$ cat src/hdl/smf_filter.sv
`timescale 1ns/1ps
`default_nettype none

package smf_pkg;
    // ------------------------------------------------------------
    // Register map (byte offsets on the plain register port)
    // ------------------------------------------------------------
    localparam int ADDR_W = 3;
    localparam int DATA_W = 8;
    localparam logic [2:0] ADDR_DETECT_ENABLE = 3'h0;
    localparam logic [2:0] ADDR_DETECT_STATUS = 3'h1;
    localparam logic [2:0] ADDR_MON1_CONTROL = 3'h2;
    localparam logic [2:0] ADDR_MON2_CONTROL = 3'h3;
    localparam logic [2:0] ADDR_CLOCK_MODE_ONE = 3'h4;

    // ------------------------------------------------------------
    // Field positions
    // ------------------------------------------------------------
    localparam int DET1_EN_BIT = 6;
    localparam int DET2_EN_BIT = 7;
    localparam int LEVEL2_STAT_BIT = 3;
    localparam int MON_ENABLE_BIT = 0;
    localparam int MON_BYPASS_BIT = 1;
    localparam int MON_BIT2 = 2;
    localparam int MON2_WDT_FLAG_BIT = 3;
    localparam int MON_DIV_LSB = 4;
    localparam int MON_MODE_BIT = 6;
    localparam int MON_COND_BIT = 7;
    localparam int OSC_STOP_BIT = 4;

    // ------------------------------------------------------------
    // Reset values
    // ------------------------------------------------------------
    localparam logic [7:0] DETECT_ENABLE_RST = 8'h00;
    localparam logic [7:0] MON1_CONTROL_RST = 8'h00;
    localparam logic [7:0] MON2_CONTROL_RST = 8'h00;
    localparam logic [7:0] CLOCK_MODE_ONE_RST = 8'h00;

    // ------------------------------------------------------------
    // Timing
    // ------------------------------------------------------------
    localparam int CLK_PERIOD_NS = 10;
    localparam int MON2_RST_PULSE_NS = 100;
    localparam int MON2_RST_CYCLES =
        (MON2_RST_PULSE_NS + CLK_PERIOD_NS - 1) / CLK_PERIOD_NS;

    typedef struct packed {
        logic bypass;
        logic [1:0] div_sel;
    } smf_filt_cfg_t;
endpackage : smf_pkg

module smf_filter (
    input wire logic core_clk,
    input wire logic sys_rst,
    input wire logic slow_edge,
    input wire smf_pkg::smf_filt_cfg_t cfg,
    input wire logic cmp_level,
    output logic level_out
);
    logic [2:0] cnt_reg;
    logic [2:0] div_max;
    logic tick;
    logic last_reg;
    logic level_reg;

    assign div_max = 3'((4'h1 << cfg.div_sel) - 4'h1);
    assign tick = slow_edge && (cnt_reg == div_max);

    // ------------------------------------------------------------
    // Sampling clock divider
    // ------------------------------------------------------------
    always_ff @(posedge core_clk) begin
        if (sys_rst) begin
            cnt_reg <= 3'h0;
        end else if (tick) begin
            cnt_reg <= 3'h0;
        end else if (slow_edge) begin
            cnt_reg <= cnt_reg + 3'h1;
        end
    end

    // ------------------------------------------------------------
    // Two-sample agreement
    // ------------------------------------------------------------
    always_ff @(posedge core_clk) begin
        if (sys_rst) begin
            last_reg <= 1'b0;
            level_reg <= 1'b0;
        end else if (tick) begin
            last_reg <= cmp_level;
            if (cmp_level == last_reg) begin
                level_reg <= cmp_level;
            end
        end
    end

    // Bypass needs no sampling clock, works with oscillator stopped
    assign level_out = cfg.bypass ? cmp_level : level_reg;
endmodule : smf_filter

`default_nettype wire

$ cat src/hdl/smf_monitor_ctrl.sv
// Added by the designer: the register offsets and strobed register access.
`timescale 1ns/1ps
`default_nettype none

// Contract
// - Software enables circuit 2, waits settling; device shows level-2 compare status.
// - Filter-disable bit 0 routes comparator through filter; 1 bypasses it.
// - Sampling clock is slow oscillator divided by 1, 2, 4 or 8.
// - Sample once per sampling clock; act only when two samples agree.
// - Monitor-2 mode bit: zero gives interrupt, one gives reset.
// - Monitor-2 condition zero fires rising to threshold, one falling.
// - Detection flags clear only by written zero; written one keeps them.
// - Monitor-2 flags survive software, watchdog and monitor-2 resets.

module smf_monitor_ctrl (
    input wire logic core_clk,
    input wire logic sys_rst,
    input wire logic soft_rst,
    input wire logic [smf_pkg::ADDR_W-1:0] reg_addr,
    input wire logic [smf_pkg::DATA_W-1:0] reg_wdata,
    input wire logic reg_wr,
    input wire logic reg_rd,
    output logic [smf_pkg::DATA_W-1:0] reg_rdata,
    input wire logic slow_osc_clock,
    input wire logic cmp1_below,
    input wire logic cmp2_below,
    input wire logic wdt_event,
    output logic int_reset_n,
    output logic mon2_irq,
    output logic mon2_reset_req,
    output logic slow_osc_stop
);
    // ------------------------------------------------------------
    // Registers
    // ------------------------------------------------------------
    logic [7:0] detect_enable_reg;
    logic [7:0] detect_status_reg;
    logic [7:0] monitor1_control_reg;
    logic [7:0] monitor2_control_reg;
    logic [7:0] clock_mode_reg_one;
    logic [7:0] rdata_next;
    logic [7:0] rdata_reg;
    logic osc_prev_reg;
    logic slow_edge;
    logic below1;
    logic below2;
    logic below2_prev_reg;
    logic det1_circuit_enable;
    logic det2_circuit_enable;
    logic mon1_armed;
    logic mon2_armed;
    logic mon2_event;
    logic mon2_cross_up;
    logic mon2_cross_down;
    logic wr_mon2;
    logic int_reset_n_reg;
    logic mon2_irq_reg;
    logic mon2_reset_req_reg;
    logic [7:0] rst_cnt_reg;
    logic chg_flag_reg;
    logic wdt_flag_reg;
    logic soft_or_sys;
    smf_pkg::smf_filt_cfg_t cfg1;
    smf_pkg::smf_filt_cfg_t cfg2;

    assign soft_or_sys = sys_rst || soft_rst;
    assign det1_circuit_enable = detect_enable_reg[smf_pkg::DET1_EN_BIT];
    assign det2_circuit_enable = detect_enable_reg[smf_pkg::DET2_EN_BIT];
    assign wr_mon2 = reg_wr && (reg_addr == smf_pkg::ADDR_MON2_CONTROL);

    // ------------------------------------------------------------
    // Register writes
    // ------------------------------------------------------------
    // Whole-byte writes let divider, bypass and mode change together
    always_ff @(posedge core_clk) begin
        if (soft_or_sys) begin
            detect_enable_reg <= smf_pkg::DETECT_ENABLE_RST;
            monitor1_control_reg <= smf_pkg::MON1_CONTROL_RST;
            monitor2_control_reg <= smf_pkg::MON2_CONTROL_RST;
            clock_mode_reg_one <= smf_pkg::CLOCK_MODE_ONE_RST;
        end else if (reg_wr) begin
            unique case (reg_addr)
                smf_pkg::ADDR_DETECT_ENABLE: begin
                    detect_enable_reg <= reg_wdata & 8'hc0;
                end
                smf_pkg::ADDR_MON1_CONTROL: begin
                    monitor1_control_reg <= reg_wdata & 8'hf7;
                end
                smf_pkg::ADDR_MON2_CONTROL: begin
                    monitor2_control_reg <= reg_wdata & 8'hf3;
                end
                smf_pkg::ADDR_CLOCK_MODE_ONE: begin
                    clock_mode_reg_one <= reg_wdata & 8'h10;
                end
                default: begin
                end
            endcase
        end
    end

    assign cfg1.bypass = monitor1_control_reg[smf_pkg::MON_BYPASS_BIT];
    assign cfg1.div_sel = monitor1_control_reg[smf_pkg::MON_DIV_LSB +: 2];
    assign cfg2.bypass = monitor2_control_reg[smf_pkg::MON_BYPASS_BIT];
    assign cfg2.div_sel = monitor2_control_reg[smf_pkg::MON_DIV_LSB +: 2];

    // ------------------------------------------------------------
    // Slow oscillator edge, gated by its stop bit
    // ------------------------------------------------------------
    always_ff @(posedge core_clk) begin
        if (sys_rst) begin
            // Starts high: a clock already high at release is no false edge
            osc_prev_reg <= 1'b1;
        end else begin
            osc_prev_reg <= slow_osc_clock;
        end
    end

    // Stopped oscillator gives no ticks: filtered levels freeze
    assign slow_edge = slow_osc_clock && !osc_prev_reg &&
        !clock_mode_reg_one[smf_pkg::OSC_STOP_BIT];

    smf_filter u_filt1 (
        .core_clk(core_clk),
        .sys_rst(sys_rst),
        .slow_edge(slow_edge),
        .cfg(cfg1),
        .cmp_level(cmp1_below),
        .level_out(below1)
    );

    smf_filter u_filt2 (
        .core_clk(core_clk),
        .sys_rst(sys_rst),
        .slow_edge(slow_edge),
        .cfg(cfg2),
        .cmp_level(cmp2_below),
        .level_out(below2)
    );

    // ------------------------------------------------------------
    // Monitor 1 reset
    // ------------------------------------------------------------
    assign mon1_armed = det1_circuit_enable &&
        monitor1_control_reg[smf_pkg::MON_ENABLE_BIT] &&
        monitor1_control_reg[smf_pkg::MON_MODE_BIT];

    always_ff @(posedge core_clk) begin
        if (sys_rst) begin
            int_reset_n_reg <= 1'b1;
        end else begin
            int_reset_n_reg <= !(mon1_armed && below1);
        end
    end

    // ------------------------------------------------------------
    // Monitor 2 crossing detection
    // ------------------------------------------------------------
    always_ff @(posedge core_clk) begin
        if (soft_or_sys) begin
            below2_prev_reg <= 1'b0;
        end else begin
            below2_prev_reg <= below2;
        end
    end

    assign mon2_armed = det2_circuit_enable &&
        monitor2_control_reg[smf_pkg::MON_ENABLE_BIT];
    assign mon2_cross_up = below2_prev_reg && !below2;
    assign mon2_cross_down = !below2_prev_reg && below2;
    assign mon2_event = mon2_armed && (monitor2_control_reg[smf_pkg::MON_COND_BIT] ?
        mon2_cross_down : mon2_cross_up);

    always_ff @(posedge core_clk) begin
        if (soft_or_sys) begin
            mon2_irq_reg <= 1'b0;
        end else begin
            mon2_irq_reg <= mon2_event &&
                !monitor2_control_reg[smf_pkg::MON_MODE_BIT];
        end
    end

    // Reset request is stretched so the reset controller cannot miss it
    always_ff @(posedge core_clk) begin
        if (sys_rst) begin
            rst_cnt_reg <= 8'h00;
            mon2_reset_req_reg <= 1'b0;
        end else if (mon2_event && monitor2_control_reg[smf_pkg::MON_MODE_BIT]) begin
            rst_cnt_reg <= 8'(smf_pkg::MON2_RST_CYCLES - 1);
            mon2_reset_req_reg <= 1'b1;
        end else if (rst_cnt_reg != 8'h00) begin
            rst_cnt_reg <= rst_cnt_reg - 8'h01;
        end else begin
            mon2_reset_req_reg <= 1'b0;
        end
    end

    // ------------------------------------------------------------
    // Sticky flags, kept through soft resets
    // ------------------------------------------------------------
    always_ff @(posedge core_clk) begin
        if (sys_rst) begin
            chg_flag_reg <= 1'b0;
            wdt_flag_reg <= 1'b0;
        end else begin
            if (mon2_event) begin
                chg_flag_reg <= 1'b1;
            end else if (wr_mon2 && !reg_wdata[smf_pkg::MON_BIT2]) begin
                chg_flag_reg <= 1'b0;
            end
            if (wdt_event) begin
                wdt_flag_reg <= 1'b1;
            end else if (wr_mon2 && !reg_wdata[smf_pkg::MON2_WDT_FLAG_BIT]) begin
                wdt_flag_reg <= 1'b0;
            end
        end
    end

    // ------------------------------------------------------------
    // Status and read port
    // ------------------------------------------------------------
    always_ff @(posedge core_clk) begin
        if (sys_rst) begin
            detect_status_reg <= 8'h08;
        end else begin
            detect_status_reg <= 8'h00;
            detect_status_reg[smf_pkg::LEVEL2_STAT_BIT] <=
                det2_circuit_enable ? !cmp2_below : 1'b1;
        end
    end

    always_comb begin
        rdata_next = 8'h00;
        unique case (reg_addr)
            smf_pkg::ADDR_DETECT_ENABLE: rdata_next = detect_enable_reg;
            smf_pkg::ADDR_DETECT_STATUS: rdata_next = detect_status_reg;
            smf_pkg::ADDR_MON1_CONTROL: rdata_next = monitor1_control_reg;
            smf_pkg::ADDR_MON2_CONTROL: begin
                rdata_next = monitor2_control_reg;
                rdata_next[smf_pkg::MON_BIT2] = chg_flag_reg;
                rdata_next[smf_pkg::MON2_WDT_FLAG_BIT] = wdt_flag_reg;
            end
            smf_pkg::ADDR_CLOCK_MODE_ONE: rdata_next = clock_mode_reg_one;
            default: rdata_next = 8'h00;
        endcase
    end

    // Data valid only in the cycle after the read strobe
    always_ff @(posedge core_clk) begin
        if (sys_rst) begin
            rdata_reg <= 8'h00;
        end else begin
            rdata_reg <= reg_rd ? rdata_next : 8'h00;
        end
    end

    assign reg_rdata = rdata_reg;
    assign int_reset_n = int_reset_n_reg;
    assign mon2_irq = mon2_irq_reg;
    assign mon2_reset_req = mon2_reset_req_reg;
    assign slow_osc_stop = clock_mode_reg_one[smf_pkg::OSC_STOP_BIT];
endmodule : smf_monitor_ctrl

`default_nettype wire

$ cat config.mk
export PLATFORM = sky130hd
export DESIGN_NAME = smf_monitor_ctrl
export DESIGN_NICKNAME = d
export VERILOG_FILES = /design/src/hdl/smf_filter.sv /design/src/hdl/smf_monitor_ctrl.sv
export SDC_FILE = /design/constraint.sdc
export NUM_CORES = 1
export LEC_CHECK = 0
export ABC_AREA = 1
export BUFFER_PORTS_ARGS = -buffer_cell sky130_fd_sc_hd__buf_2
export CAP_MARGIN = 20
export CORE_MARGIN = 2
export CORE_UTILIZATION = 41
export CTS_CLUSTER_SIZE = 8
export DETAILED_ROUTE_END_ITERATION = 10
export PLACE_DENSITY = 0.66
export SYNTH_ARGS = -nofsm -noshare
export SYNTH_HDL_FRONTEND = slang
export SYNTH_HIERARCHICAL = 1
export SYNTH_SLANG_ARGS = --single-unit
$ cat constraint.sdc
create_clock -name core_clk -period 1.8 [get_ports core_clk]
set_input_delay 0 -clock core_clk [delete_from_list [all_inputs] [get_ports core_clk]]
set_output_delay 0 -clock core_clk [all_outputs]
set_load 0.05 [all_outputs]
==> results.toml <==
[run_status]
status = "complete, no violations"

[drt]
wl_met1_mm = 2.40
highest_layer = "met4"
wl_met2_mm = 2.22
drc = 0
via_per_inst = 4.87
drt_pass1_iterations = 4
ant_nets = 0
wire_per_inst_um = 11.8
drt_first_iter_violations = 118
drt_wl_total_mm = 4.91
vias = 2024
met3_length_um = 227

[clocking]
cts_max_path_buffers = 2
cts_tree = "built"
htreeDepth = 2
clk-insertion-delay-late_ns = 0.30
cts_buffers = 5
clk_pin_slew_ns = 0.09
cts_root_buf = "clkbuf_8"
cts_num_sinks = 50

[die]
fp.dieW_um = 77.9
pin_count = 32
coreArea_mm2 = 0.00517
die_y_um = 77.9
rows = 26
dieArea_mm2 = 0.00607
start_util_pct = 43.3

[layout]
finalNonFillerCells = 416
design_area_mm2 = 0.00270
antenna_cells = 0
area_growth_pct = 20.5
seqCellArea_mm2 = 0.00100
multi_input_area_mm2 = 0.00111
utilization_pct = 52.2
num-fill-cells = 495
fin_nets = 369
drive_above_1_share_pct = 17.1

[power]
p_comb_share_pct = 28.9
power.leakage_nw = 1.09
ir_worst_vdd_uv = 508
intPower_mw = 1.82
power_density_mw_per_mm2 = 1020
power_frac_seq_pct = 46.6
p_sw_mw = 0.924
p_clk_share_pct = 24.4
finalPower_mw = 2.75
swShare_pct = 33.6

[place]
place_hpwl_mm = 3.56
dpl.cell_count = 396
io_buffers = 31
place.gp.congestion = 0.747
dp_slack_ns = 0.218
placed_cell_area_mm2 = 0.00248

[sta]
min_period_ns = 1.53
fin_crit_sh_pct = 85.3
grt_setup_unrepaired = "no"
setup_ws_ns = 0.265
worst-slew-pin-transition_ns = 0.668
slew_viol_final = 0
setup_violations = 0
fin_skew_ns = 0.00376
timing.fmax_mhz = 652
holdWs_ns = 0.0480
timing_hold_violations_final = 0
tns_ns = 0
slew_headroom_pct = 55.5

[worst_setup_path]
critPathSlowestCell = "dfxtp_1"
cp-end-kind = "flop"
startpoint_type = "flop"
cpLargestDelayFamily = "simple AND/OR/NAND/NOR gates"
required_ns = 2.00
critPathKind = "reg -> reg"
crit_chain = "mux2_2 > o21ai_0 > nand4_1 > nand2_2 > nor2_1"
crit_arrival_ns = 1.74
slowest_delay_ns = 0.37
critPathBufInv = 0
crit_path_max_fanout = 6

[synth]
synth_fp_nets = 321
ys_top_cells_by_area = "dfxtp_1 45%, nand2_1 13%, a21oi_1 6.7%"
ys_warn_count = 6
synth_area_leader_cell = "dfxtp_1"
synth_cell_type_count = 32
ys_ff_latch = 50
syn_area_mm2 = 0.00224
yosysSeqAreaShare_pct = 44.7
syn_inst = 297
yosysTopAreaCellShare_pct = 44.7
synth_area_per_cell_um2 = 7.54

[global_route]
grt_usage_pct = 17.4
grt_pass1_wl_mm = 8.50
grt_pass1_vias = 1881
antenna_found_initial = 0
grt_start_max_net_pins = 19
grt_overflow = 0

[worst_hold_path]
min_path_type = "in -> reg"

[flow_run]
maxCapViolations = 0
[Yosys cell counts]
cell	number
clkbuf_1	2
nor3b_1	1
inv_1	27
o21ai_2	2
xnor2_1	5
o21ai_0	5
o21ai_1	2
nand4_1	6
nand2_4	1
nand2_1	75
dfxtp_1	50
ha_1	4
or2_1	3
mux2_2	2
nand3_4	2
and2_1	1
clkinv_2	1
a21oi_1	30
nor2_1	33
buf_2	2
nor3_1	2
a31oi_1	3
a211oi_1	1
nand3_1	22
nand2_2	3
nor2_4	2
nor3_2	1
buf_4	1
nor2_2	1
o21bai_1	2
a22oi_1	4
nor3_4	1
[placed cells by master, fill, tap and decap left out, drive strengths merged]
cell,netlist,layout
nor2,36,36
dfxtp,50,50
nand3,24,24
a21oi,30,30
nor3b,1,1
clkbuf,2,7
nand2,79,79
xnor2,5,5
a31oi,3,3
clkinv,1,2
o21ai,9,9
buf,3,34
nor3,4,4
ha,4,4
o21bai,2,2
dlygate4sd3,0,12
a211oi,1,1
a22oi,4,4
nand4,6,6
and2,1,1
inv,27,27
mux2,2,2
or2,3,3
[power by group through the flow]
stage	Clock, mW	Sequential, mW	Combinational, mW
6_report	0.672	1.28	0.795
5_1_grt	0.735	1.29	0.943
4_1_cts	0.689	1.28	0.796
3_5_place_dp	0	1.31	0.771
3_3_place_gp	0	1.31	0.775
2_1_floorplan	0	1.29	0.608
[area by class of cell]
type	instances	share of cell area, %
clock inverter	1	0.186
sequential	50	37.1
multi-input combinational	214	41.3
tap	70	3.25
clock buffer	7	3.20
inverter	28	3.94
timing repair buffer	46	11.0
[path summary, 6_finish.rpt]
kind	endpoint	from	slack, ns	cells after the start
max	rst_cnt_reg[4]$_SDFFE_PP0P_	monitor2_control_reg[1]$_SDFFE_PP0P_	0.27	5
min	reg_rdata[3]$_SDFF_PP0_	reg_addr[0]	0.05	3
max reg2reg	rst_cnt_reg[4]$_SDFFE_PP0P_	monitor2_control_reg[1]$_SDFFE_PP0P_	0.27	5
min reg2reg	int_reset_n$_SDFF_PP1_	monitor1_control_reg[0]$_SDFFE_PP0P_	0.44	1
[worst reg2reg max path, delay by kind of cell (launching register included)]
kind	cells	cell delay, ns
simple gates	3	0.47
mux	1	0.37
flops	1	0.37
compound gates	1	0.23
[per-layer routing]
metal | GRT usage (%) | up-vias
met1 | 23.5 | 899
met5 | 0 | -
met4 | 4.56 | 0
met2 | 27.4 | 43
li1 | - | 1073
met3 | 4.77 | 9
[cell families (layout without fill, tap and decap cells)]
logic type	after synthesis	count (layout)	synth area share (%)
multiplexers	2	2	1.01
AND/OR/NAND/NOR	154	154	32.0
XOR/XNOR	5	5	1.96
buffers and inverters	33	82	5.87
AO/OA/AOI/OAI	49	49	12.2
flip-flops	50	50	44.7
adder cells (fa/ha/maj)	4	4	2.24
[repair_timing]
action                     CTS  global route
setup endpoints to repair    0             5
gates resized for setup      0             1
hold buffers                12             0
setup buffers                0             0
hold endpoints to repair    20             0
No activity file was read; power rests on OpenSTA's default activity.
